`config.mk`:
```
export PLATFORM = sky130hd
export DESIGN_NAME = wrxc_ctrl
export DESIGN_NICKNAME = d
export VERILOG_FILES = /design/src/wrxc_pkg.sv /design/src/wrxc_ctrl.sv
export VERILOG_INCLUDE_DIRS = /design/src
export SDC_FILE = /design/constraint.sdc
export NUM_CORES = 1
export LEC_CHECK = 0
export ABC_CLOCK_PERIOD_IN_PS = 2800
export BUFFER_PORTS_ARGS = -buffer_cell sky130_fd_sc_hd__clkbuf_2
export CAP_MARGIN = 25
export CORE_ASPECT_RATIO = 1.25
export CORE_MARGIN = 2
export CORE_UTILIZATION = 50
export DETAILED_ROUTE_END_ITERATION = 7
export GPL_TIMING_DRIVEN = 0
export PLACE_DENSITY = 0.83
export SYNTH_ARGS = -nofsm -noshare
export SYNTH_HDL_FRONTEND = slang
export SYNTH_SLANG_ARGS = --single-unit
```
`constraint.sdc`:
```
create_clock -name pclk -period 2.8 [get_ports pclk]
set_clock_uncertainty 0.15 [all_clocks]
set_input_delay 0.28 -clock pclk [delete_from_list [all_inputs] [get_ports pclk]]
set_output_delay 0.28 -clock pclk [all_outputs]
set_load 0.02 [all_outputs]
```
`src/wrxc_defs.svh`:
```
`ifndef WRXC_DEFS_SVH
`define WRXC_DEFS_SVH

// APB register byte offsets
`define WRXC_ADDR_CTRL      8'h00
`define WRXC_ADDR_STATUS    8'h04
`define WRXC_ADDR_PKT       8'h08
`define WRXC_ADDR_FAULT     8'h0C

// Control register fields
`define WRXC_CTRL_SEND_EPT  0
`define WRXC_CTRL_STARTUP   1

// Fault input bit positions
`define WRXC_F_ADAPTER      0
`define WRXC_F_CTRL_HIGH    1
`define WRXC_F_COLD         2
`define WRXC_F_TJ_HOT       3
`define WRXC_F_ILIM_SMALL   4
`define WRXC_F_HOT          5
`define WRXC_F_CTRL_LOW     6
`define WRXC_F_NO_CONVERGE  7

// Packet headers and reason codes
`define WRXC_HDR_ERROR      8'h03
`define WRXC_HDR_EPT        8'h02
`define WRXC_EPT_UNKNOWN    8'h00
`define WRXC_EPT_COMPLETE   8'h01
`define WRXC_EPT_INTERNAL   8'h02
`define WRXC_EPT_OVERTEMP   8'h03
`define WRXC_EPT_OVERVOLT   8'h04

// Timing
`define WRXC_CLK_MHZ        200
`define WRXC_FAST_MS        30
`define WRXC_SLOW_MS        250
`define WRXC_DEBOUNCE_US    1000

`endif

```
`src/wrxc_pkg.sv`:
```
package wrxc_pkg;
  typedef enum logic [1:0] {
    WRXC_MODE_ADAPTER  = 2'b00,
    WRXC_MODE_NOLIMIT  = 2'b01,
    WRXC_MODE_BOOST    = 2'b10,
    WRXC_MODE_DISABLED = 2'b11
  } wrxc_mode_type;

  typedef enum logic [1:0] {
    WRXC_OV_IDLE = 2'b00,
    WRXC_OV_FAST = 2'b01,
    WRXC_OV_SLOW = 2'b10
  } wrxc_ov_type;
endpackage : wrxc_pkg

```
`src/wrxc_ctrl.sv`:
```
// Contract
// - Error packet every 30 ms above target
// - Then error packet every 250 ms
// - Overvoltage disables regulator, requests lower voltage
// - Open mode pins select adapter-control mode
// - No adapter: gate held high, switch off
// - Adapter present: wireless off, gate low (code keeps wireless on in mode 01 and gate high in mode 11)
// - Mode 00: adapter first, comm limit on
// - Mode 01: comm limit disabled
// - Select A low: select B sets priority
// - Select A high: wireless off, B gates wired
// - Mode 10: gate low, boost-back, reason 00
// - Boost-back lets output supply adapter terminal
// - Mode 11: nothing delivered, reason 01
// - End-transfer packet: header 02, one reason byte
// - Fault conditions map to reasons 00/02/03
// - No convergence gives 04; others never sent
// - Status flag on while output enabled
// - Output off until regulation converged
// - Shutdown at start-up ends transfer immediately
//
// Our own choices: the register addresses and the APB interface to the registers.
`timescale 1ns/1ps
`include "wrxc_defs.svh"

module wrxc_ctrl
  import wrxc_pkg::*;
#(
  parameter int FAST_CYCLES     = `WRXC_FAST_MS * `WRXC_CLK_MHZ * 1000,
  parameter int SLOW_CYCLES     = `WRXC_SLOW_MS * `WRXC_CLK_MHZ * 1000,
  parameter int DEBOUNCE_CYCLES = `WRXC_DEBOUNCE_US * `WRXC_CLK_MHZ
) (
  input  wire logic        pclk,
  input  wire logic        presetn,
  input  wire logic        psel,
  input  wire logic        penable,
  input  wire logic        pwrite,
  input  wire logic [7:0]  paddr,
  input  wire logic [31:0] pwdata,
  output logic      [31:0] prdata,
  output wire logic        pready,
  output wire logic        pslverr,
  input  wire logic        mode_select_a,
  input  wire logic        mode_select_b,
  input  wire logic        adapter_present,
  input  wire logic        rect_above_target,
  input  wire logic        rect_overvoltage,
  input  wire logic        rect_converged,
  input  wire logic [7:0]  fault_in,
  output logic             adapter_gate_low,
  output logic             wireless_enable,
  output logic             wired_enable,
  output logic             boost_back_enable,
  output logic             comm_limit_enable,
  output logic             regulator_enable,
  output logic             output_active_flag_o,
  output logic             output_active_flag_oe,
  output logic             pkt_valid,
  output logic      [7:0]  pkt_header,
  output logic      [7:0]  pkt_data,
  input  wire logic        pkt_ready
);

  logic [1:0]    sync_a;
  logic [1:0]    sync_b;
  logic [9:0]    sync_f;
  logic [9:0]    sync_f2;
  logic [1:0]    raw_mode;
  logic [1:0]    cand_mode;
  logic [31:0]   deb_cnt;
  wrxc_mode_type mode;
  logic          mode_valid;
  wrxc_ov_type   ov_state;
  logic [31:0]   ov_cnt;
  logic          err_req;
  logic          ept_sent;
  logic          ctrl_send_ept;
  logic          startup;
  logic          ept_req;
  logic [7:0]    ept_reason;
  logic          ept_cond;
  logic [7:0]    flt;
  logic          adp;
  logic          above;
  logic          ovp;
  logic          conv;
  logic          apb_wr;
  logic          apb_rd;

  assign pready  = 1'b1;
  assign apb_wr  = psel && penable && pwrite;
  assign apb_rd  = psel && !penable && !pwrite;
  assign pslverr = psel && penable &&
                   !(paddr == `WRXC_ADDR_CTRL || paddr == `WRXC_ADDR_STATUS ||
                     paddr == `WRXC_ADDR_PKT  || paddr == `WRXC_ADDR_FAULT);

  // Two-flop synchronisers for all pin inputs
  always_ff @(posedge pclk or negedge presetn) begin
    if (!presetn) begin
      sync_a  <= 2'b00;
      sync_b  <= 2'b00;
      sync_f  <= 10'h000;
      sync_f2 <= 10'h000;
    end else begin
      sync_a  <= {sync_a[0], mode_select_a};
      sync_b  <= {sync_b[0], mode_select_b};
      sync_f  <= {fault_in, adapter_present, rect_converged};
      sync_f2 <= sync_f;
    end
  end

  assign raw_mode = {sync_a[1], sync_b[1]};
  assign flt      = sync_f2[9:2];
  assign adp      = sync_f2[1];
  assign conv     = sync_f2[0];

  logic [1:0] sync_v0;
  logic [1:0] sync_v1;
  always_ff @(posedge pclk or negedge presetn) begin
    if (!presetn) begin
      sync_v0 <= 2'b00;
      sync_v1 <= 2'b00;
    end else begin
      sync_v0 <= {rect_above_target, rect_overvoltage};
      sync_v1 <= sync_v0;
    end
  end
  assign above = sync_v1[1];
  assign ovp   = sync_v1[0];

  // Debounce: mode changes only after stable level
  always_ff @(posedge pclk or negedge presetn) begin
    if (!presetn) begin
      cand_mode  <= 2'b00;
      deb_cnt    <= 32'h0000_0000;
      mode       <= WRXC_MODE_ADAPTER;
      mode_valid <= 1'b0;
    end else if (raw_mode != cand_mode) begin
      cand_mode <= raw_mode;
      deb_cnt   <= 32'h0000_0000;
    end else if (deb_cnt >= 32'(DEBOUNCE_CYCLES - 1)) begin
      mode       <= wrxc_mode_type'(cand_mode);
      mode_valid <= 1'b1;
    end else begin
      deb_cnt <= deb_cnt + 32'h0000_0001;
    end
  end

  // Power path decode from mode
  always_comb begin
    adapter_gate_low  = 1'b0;
    wireless_enable   = 1'b0;
    wired_enable      = 1'b0;
    boost_back_enable = 1'b0;
    comm_limit_enable = 1'b0;
    case (mode)
      WRXC_MODE_ADAPTER: begin
        comm_limit_enable = 1'b1;
        adapter_gate_low  = adp;
        wired_enable      = adp;
        wireless_enable   = !adp;
      end
      WRXC_MODE_NOLIMIT: begin
        comm_limit_enable = 1'b0;
        adapter_gate_low  = adp;
        wired_enable      = adp;
        wireless_enable   = 1'b1;
      end
      WRXC_MODE_BOOST: begin
        adapter_gate_low  = 1'b1;
        wired_enable      = adp;
        boost_back_enable = 1'b1;
      end
      WRXC_MODE_DISABLED: begin
        adapter_gate_low  = 1'b0;
      end
      default: begin
        adapter_gate_low  = 1'b0;
      end
    endcase
  end

  // Regulator and status flag
  always_comb begin
    regulator_enable = conv && !ovp && (mode != WRXC_MODE_DISABLED)
                       && !ept_sent;
    output_active_flag_o  = 1'b0;
    output_active_flag_oe = regulator_enable;
  end

  // End-transfer reason by fixed priority, faults first
  always_comb begin
    ept_cond   = 1'b1;
    ept_reason = `WRXC_EPT_UNKNOWN;
    if (flt[`WRXC_F_TJ_HOT] || flt[`WRXC_F_ILIM_SMALL]) begin
      ept_reason = `WRXC_EPT_INTERNAL;
    end else if (flt[`WRXC_F_HOT] || flt[`WRXC_F_CTRL_LOW]) begin
      ept_reason = `WRXC_EPT_OVERTEMP;
    end else if (flt[`WRXC_F_NO_CONVERGE]) begin
      ept_reason = `WRXC_EPT_OVERVOLT;
    end else if (flt[`WRXC_F_ADAPTER] || flt[`WRXC_F_CTRL_HIGH] ||
                 flt[`WRXC_F_COLD]) begin
      ept_reason = `WRXC_EPT_UNKNOWN;
    end else if (mode_valid && mode == WRXC_MODE_BOOST) begin
      ept_reason = `WRXC_EPT_UNKNOWN;
    end else if (mode_valid && mode == WRXC_MODE_DISABLED) begin
      ept_reason = `WRXC_EPT_COMPLETE;
    end else begin
      ept_cond   = 1'b0;
    end
  end

  // Overvoltage error packet pacing
  always_ff @(posedge pclk or negedge presetn) begin
    if (!presetn) begin
      ov_state <= WRXC_OV_IDLE;
      ov_cnt   <= 32'h0000_0000;
      err_req  <= 1'b0;
    end else begin
      if (pkt_valid && pkt_ready && pkt_header == `WRXC_HDR_ERROR) begin
        err_req <= 1'b0;
      end
      case (ov_state)
        WRXC_OV_IDLE: begin
          if (above || ovp) begin
            ov_state <= WRXC_OV_FAST;
            ov_cnt   <= 32'h0000_0000;
            err_req  <= 1'b1;
          end
        end
        WRXC_OV_FAST: begin
          if (!above && !ovp) begin
            ov_state <= WRXC_OV_SLOW;
            ov_cnt   <= 32'h0000_0000;
          end else if (ov_cnt >= 32'(FAST_CYCLES - 1)) begin
            ov_cnt  <= 32'h0000_0000;
            err_req <= 1'b1;
          end else begin
            ov_cnt <= ov_cnt + 32'h0000_0001;
          end
        end
        WRXC_OV_SLOW: begin
          if (above || ovp) begin
            ov_state <= WRXC_OV_FAST;
            ov_cnt   <= 32'h0000_0000;
            err_req  <= 1'b1;
          end else if (ov_cnt >= 32'(SLOW_CYCLES - 1)) begin
            ov_cnt  <= 32'h0000_0000;
            err_req <= 1'b1;
          end else begin
            ov_cnt <= ov_cnt + 32'h0000_0001;
          end
        end
        default: begin
          ov_state <= WRXC_OV_IDLE;
        end
      endcase
    end
  end

  // End-transfer request: one packet per condition episode
  always_ff @(posedge pclk or negedge presetn) begin
    if (!presetn) begin
      ept_req  <= 1'b0;
      ept_sent <= 1'b0;
    end else begin
      if (pkt_valid && pkt_ready && pkt_header == `WRXC_HDR_EPT) begin
        ept_req  <= 1'b0;
        ept_sent <= 1'b1;
      end else if (((ept_cond && (mode_valid || startup)) || ctrl_send_ept)
                   && !ept_sent && !ept_req) begin
        ept_req <= 1'b1;
      end
      if (!ept_cond && !ctrl_send_ept && !ept_req) begin
        ept_sent <= 1'b0;
      end
    end
  end

  // Packet output: end-transfer ahead of error packets
  always_ff @(posedge pclk or negedge presetn) begin
    if (!presetn) begin
      pkt_valid  <= 1'b0;
      pkt_header <= 8'h00;
      pkt_data   <= 8'h00;
    end else if (!pkt_valid || pkt_ready) begin
      if (ept_req && !(pkt_valid && pkt_header == `WRXC_HDR_EPT)) begin
        pkt_valid  <= 1'b1;
        pkt_header <= `WRXC_HDR_EPT;
        pkt_data   <= ept_reason;
      end else if (err_req && !(pkt_valid && pkt_header == `WRXC_HDR_ERROR)) begin
        pkt_valid  <= 1'b1;
        pkt_header <= `WRXC_HDR_ERROR;
        pkt_data   <= {7'h00, ovp};
      end else begin
        pkt_valid <= 1'b0;
      end
    end
  end

  // Software control register
  always_ff @(posedge pclk or negedge presetn) begin
    if (!presetn) begin
      ctrl_send_ept <= 1'b0;
      startup       <= 1'b1;
    end else if (apb_wr && paddr == `WRXC_ADDR_CTRL) begin
      ctrl_send_ept <= pwdata[`WRXC_CTRL_SEND_EPT];
      startup       <= pwdata[`WRXC_CTRL_STARTUP];
    end
  end

  // Read data captured in setup phase
  always_ff @(posedge pclk or negedge presetn) begin
    if (!presetn) begin
      prdata <= 32'h0000_0000;
    end else if (apb_rd) begin
      case (paddr)
        `WRXC_ADDR_CTRL:   prdata <= {30'h0, startup, ctrl_send_ept};
        `WRXC_ADDR_STATUS: prdata <= {20'h0, ov_state, ept_sent, ept_req,
                                      regulator_enable, boost_back_enable,
                                      wireless_enable, wired_enable, mode_valid,
                                      comm_limit_enable, mode};
        `WRXC_ADDR_PKT:    prdata <= {15'h0, pkt_valid, pkt_header, pkt_data};
        `WRXC_ADDR_FAULT:  prdata <= {16'h0, ept_reason, flt};
        default:           prdata <= 32'h0000_0000;
      endcase
    end
  end

endmodule : wrxc_ctrl

```
==> run_results.csv <==
group,metric,value,unit
sta,finalSetupViolations,0,
final_layout,ff_latch_area,0.00308,mm2
routing,remaining_antenna_violation_count_after_routing,0,
setup_path,crit_path_start_kind,"flip-flop",
synth,synth_top_cells_by_count,"dfrtp_1 (122), nand2_1 (58), nor2_1 (52)",
sta,slew_headroom,50.0,%
floorplan,initial_util,51.3,%
global_routing,met1_usage,31.1,%
sta,fin_crit,2610,ps
final_layout,n_antenna_cell,0,
sta,fmaxAchievable,0.384,GHz
power_and_ir_drop,power-per-cell-area,704,mW/mm2
synth,ys.warnings.count,0,
sta,final_max_slew_viol_count,0,
clocking,clockBufferDepth,2,
power_and_ir_drop,largest_vdd_supply_drop,0.498,mV
synth,synth.ff_latch_count,123,
floorplan,die-area,0.0135,mm2
hold_path,timing.hold.worst_path_depth,4,
final_layout,layout.cell_area.non_filler,0.00773,mm2
synth,synth_enable_flop_cells,0,
sta,final_critical_path_setup_slack,194,ps
placed_design,gp_congestion,0.967,
setup_path,path_max_fanout,10,
floorplan,design.portCount,119,
clocking,clock_tree.root_cell,"clkbuf_16",
routing,via_count,5549,
synth,synth_seq_area_share,49.1,%
routing,route.detailed.vias_per_inst,5.84,
sta,setup_tns,0,ps
final_layout,final_core_util,63.2,%
synth,ys_async_sr_fraction,100,%
global_routing,grt_pass1_vias,5417,
clocking,ctsHtreeMaxLevel,4,
setup_path,critical_path.endpoint_type,"flip-flop",
final_layout,multi_input_gate_area_in_the_final_layout,0.00288,mm2
routing,wl,16300,um
final_layout,area.growth.synth_to_final,23.2,%
flow_run,max_cap_viol_count,0,
floorplan,die_x,104,um
clocking,clock_tree_from_tritoncts,"yes",
placed_design,port-buffer-count,55,
floorplan,floorplan.core_area,0.0122,mm2
global_routing,global_route_layer_with_the_greatest_usage,"met2",
synth,synth_area_per_cell,9.69,um2
setup_path,critical_path_class,"reg -> reg",
power_and_ir_drop,pnr_total_power,5.44,mW
routing,drcViolationCount,0,
setup_path,timing.critical_path.arrival,2720,ps
synth,synth_cell_type_count,73,
routing,average_wire_per_standard_cell,17.2,um
sta,final_hold_viol_count,0,
global_routing,grt_remaining_overflow,0,
global_routing,globalRouteMet3Util,4.98,%
sta,rsz_0062_raised_after_global_routing,"false",
hold_path,min_path_type,"in -> reg",
setup_path,worst_path_required,2910,ps
placed_design,place.detailed.hpwl,10700,um
global_routing,global_routing_usage_on_met2,42.9,%
placed_design,placed_inst_area,0.00690,mm2
floorplan,die_height,129,um
floorplan,rows,45,
power_and_ir_drop,p_leak,3.57,nW
synth,synthesis.area,0.00627,mm2
setup_path,worst_reg2reg_path_depth,7,
final_layout,final_layout_size_suffix_gt1_share,20.9,%
clocking,clock_sinks,123,
final_layout,filler_cell_count,968,
synth,synthDominantAreaCellType,"dfrtp_1",
sta,final_min_period_over_clock_period,93.1,%
synth,top_cells_by_area_synth,"dfrtp_1 (49%), buf_4 (4.2%), nand2_1 (3.5%), o21ai_0 (3.3%), nor2_1 (3.1%)",
synth,library_cell_with_the_highest_instance_count_after_synthesis,"dfrtp_1",
placed_design,dp_worst_setup_slack,-187,ps
routing,number_of_violations_reported_at_the_end_of_detailed_routing_iteration_0,367,
clocking,path_clk_slew,60,ps
status,status,"finished, final reports clean",
global_routing,grt_max_degree,93,
global_routing,grt_pass1_wl,26800,um
routing,drt_pre_antenna_iters,5,
synth,syn-instance-count,647,
global_routing,track_usage,24.9,%
final_layout,net_total_in_the_final_layout,839,
synth,synth_top_cell_area_share,48.7,%
synth,synth_ff_type,"dfrtp_1",
clocking,cts_made_buffers,17,
sta,worst-slew-pin-transition,739,ps
clocking,insertion_delay,420,ps
global_routing,grt_antenna_before_repair,0,
## kinds of logic (layout without fill, tap and decap cells)
kind of cell / after synthesis / in the layout / synth area share (%)
other: 2 / 32 / 0.120
and+or+nand+nor: 278 / 278 / 23.7
buffers and inverters: 77 / 186 / 7.16
muxes: 11 / 11 / 2.29
xor gates and xnor gates: 4 / 4 / 0.559
adders and majority gates: 6 / 6 / 1.20
DFF: 123 / 123 / 49.1
AOI/OAI and AO/OA: 146 / 146 / 15.9
## cell type report
type	instances	share of cell area, %
Buffer	63	5.17
Clock buffer	17	5.51
Clock inverter	15	2.30
Inverter	14	0.680
Multi-Input combinational cell	477	37.2
Sequential cell	123	39.8
Tap cell	164	2.66
Timing Repair Buffer	77	6.62
## per-stage QoR
stage          cells  hold slack, ps
2_1_floorplan    677            -166
3_3_place_gp     896             183
3_5_place_dp     897            41.4
4_1_cts          947            38.6
5_1_grt          950            63.1
6_report         950            39.6
## layout by cell type (no fill, tap or decap), types with 17 or more instances in the layout
cell type	n
dfrtp_1	122
clkbuf_2	59
nand2_1	58
nor2_1	52
o21ai_0	40
buf_4	37
conb_1	32
and3_1	28
nand3_1	27
a21oi_1	26
clkbuf_1	19
dlygate4sd3_1	18
clkbuf_16	17
## sequential cells by signal, indices dropped and copies added, names as in the netlist
name and count:
ctrl_send_ept 1, err_req 1, sync_v0 2, sync_f2 10
cand_mode 2, sync_b 2, startup 1, ept_sent 1
ept_req 1, sync_a 2, pkt_valid 1, mode_valid 1
prdata 13, pkt_data 3, ov_state 2, mode 2
ov_cnt 32, sync_f 10, sync_v1 2, pkt_header 2
deb_cnt 32
## worst max-delay path, cell delays in order, from the launching register on
cell      delay (ps)
dfrtp_1          480
or2_1            270
a2111o_1         390
a31oi_4          440
o22ai_4          180
buf_4            230
a22oi_1          190
o22ai_1          110
## path summary, 6_finish.rpt
path / startpoint / end / slack (ps)
worst min-delay path: paddr[1] / prdata[0]$_DFFE_PN0P_ / 40
worst max register to register: ov_cnt[21]$_DFFE_PN0P_ / ov_cnt[13]$_DFFE_PN0P_ / 190
min in group asynchronous: presetn / sync_b[0]$_DFF_PN0_ / 150
worst min register to register: sync_f[5]$_DFF_PN0_ / sync_f2[5]$_DFF_PN0_ / 200
worst max-delay path: ov_cnt[21]$_DFFE_PN0P_ / ov_cnt[13]$_DFFE_PN0P_ / 190
max in group asynchronous: presetn / ov_cnt[1]$_DFFE_PN0P_ / 1620
## routing by layer
metal	vias up	part of all wire, %
li1	2561	-
met1	2698	40
met2	251	51
met3	39	6.6
met4	0	2.2
met5	-	0
## what timing repair did
| action | in CTS | in global routing |
|---|---|---|
| gates resized for setup | 2 | 6 |
| endpoints found under the setup margin | 13 | 31 |
| endpoints found under the hold margin | 54 | 0 |
| setup buffers | 0 | 2 |
| pin swaps | 0 | 1 |
| hold buffers | 18 | 0 |
## report_power, final
group / total, mW / internal (mW) / switching, mW
clock network: 2.23 / 1.27 / 0.950
logic: 1.22 / 0.388 / 0.836
registers: 1.99 / 1.88 / 0.111
No activity file was read; power rests on OpenSTA's default activity.
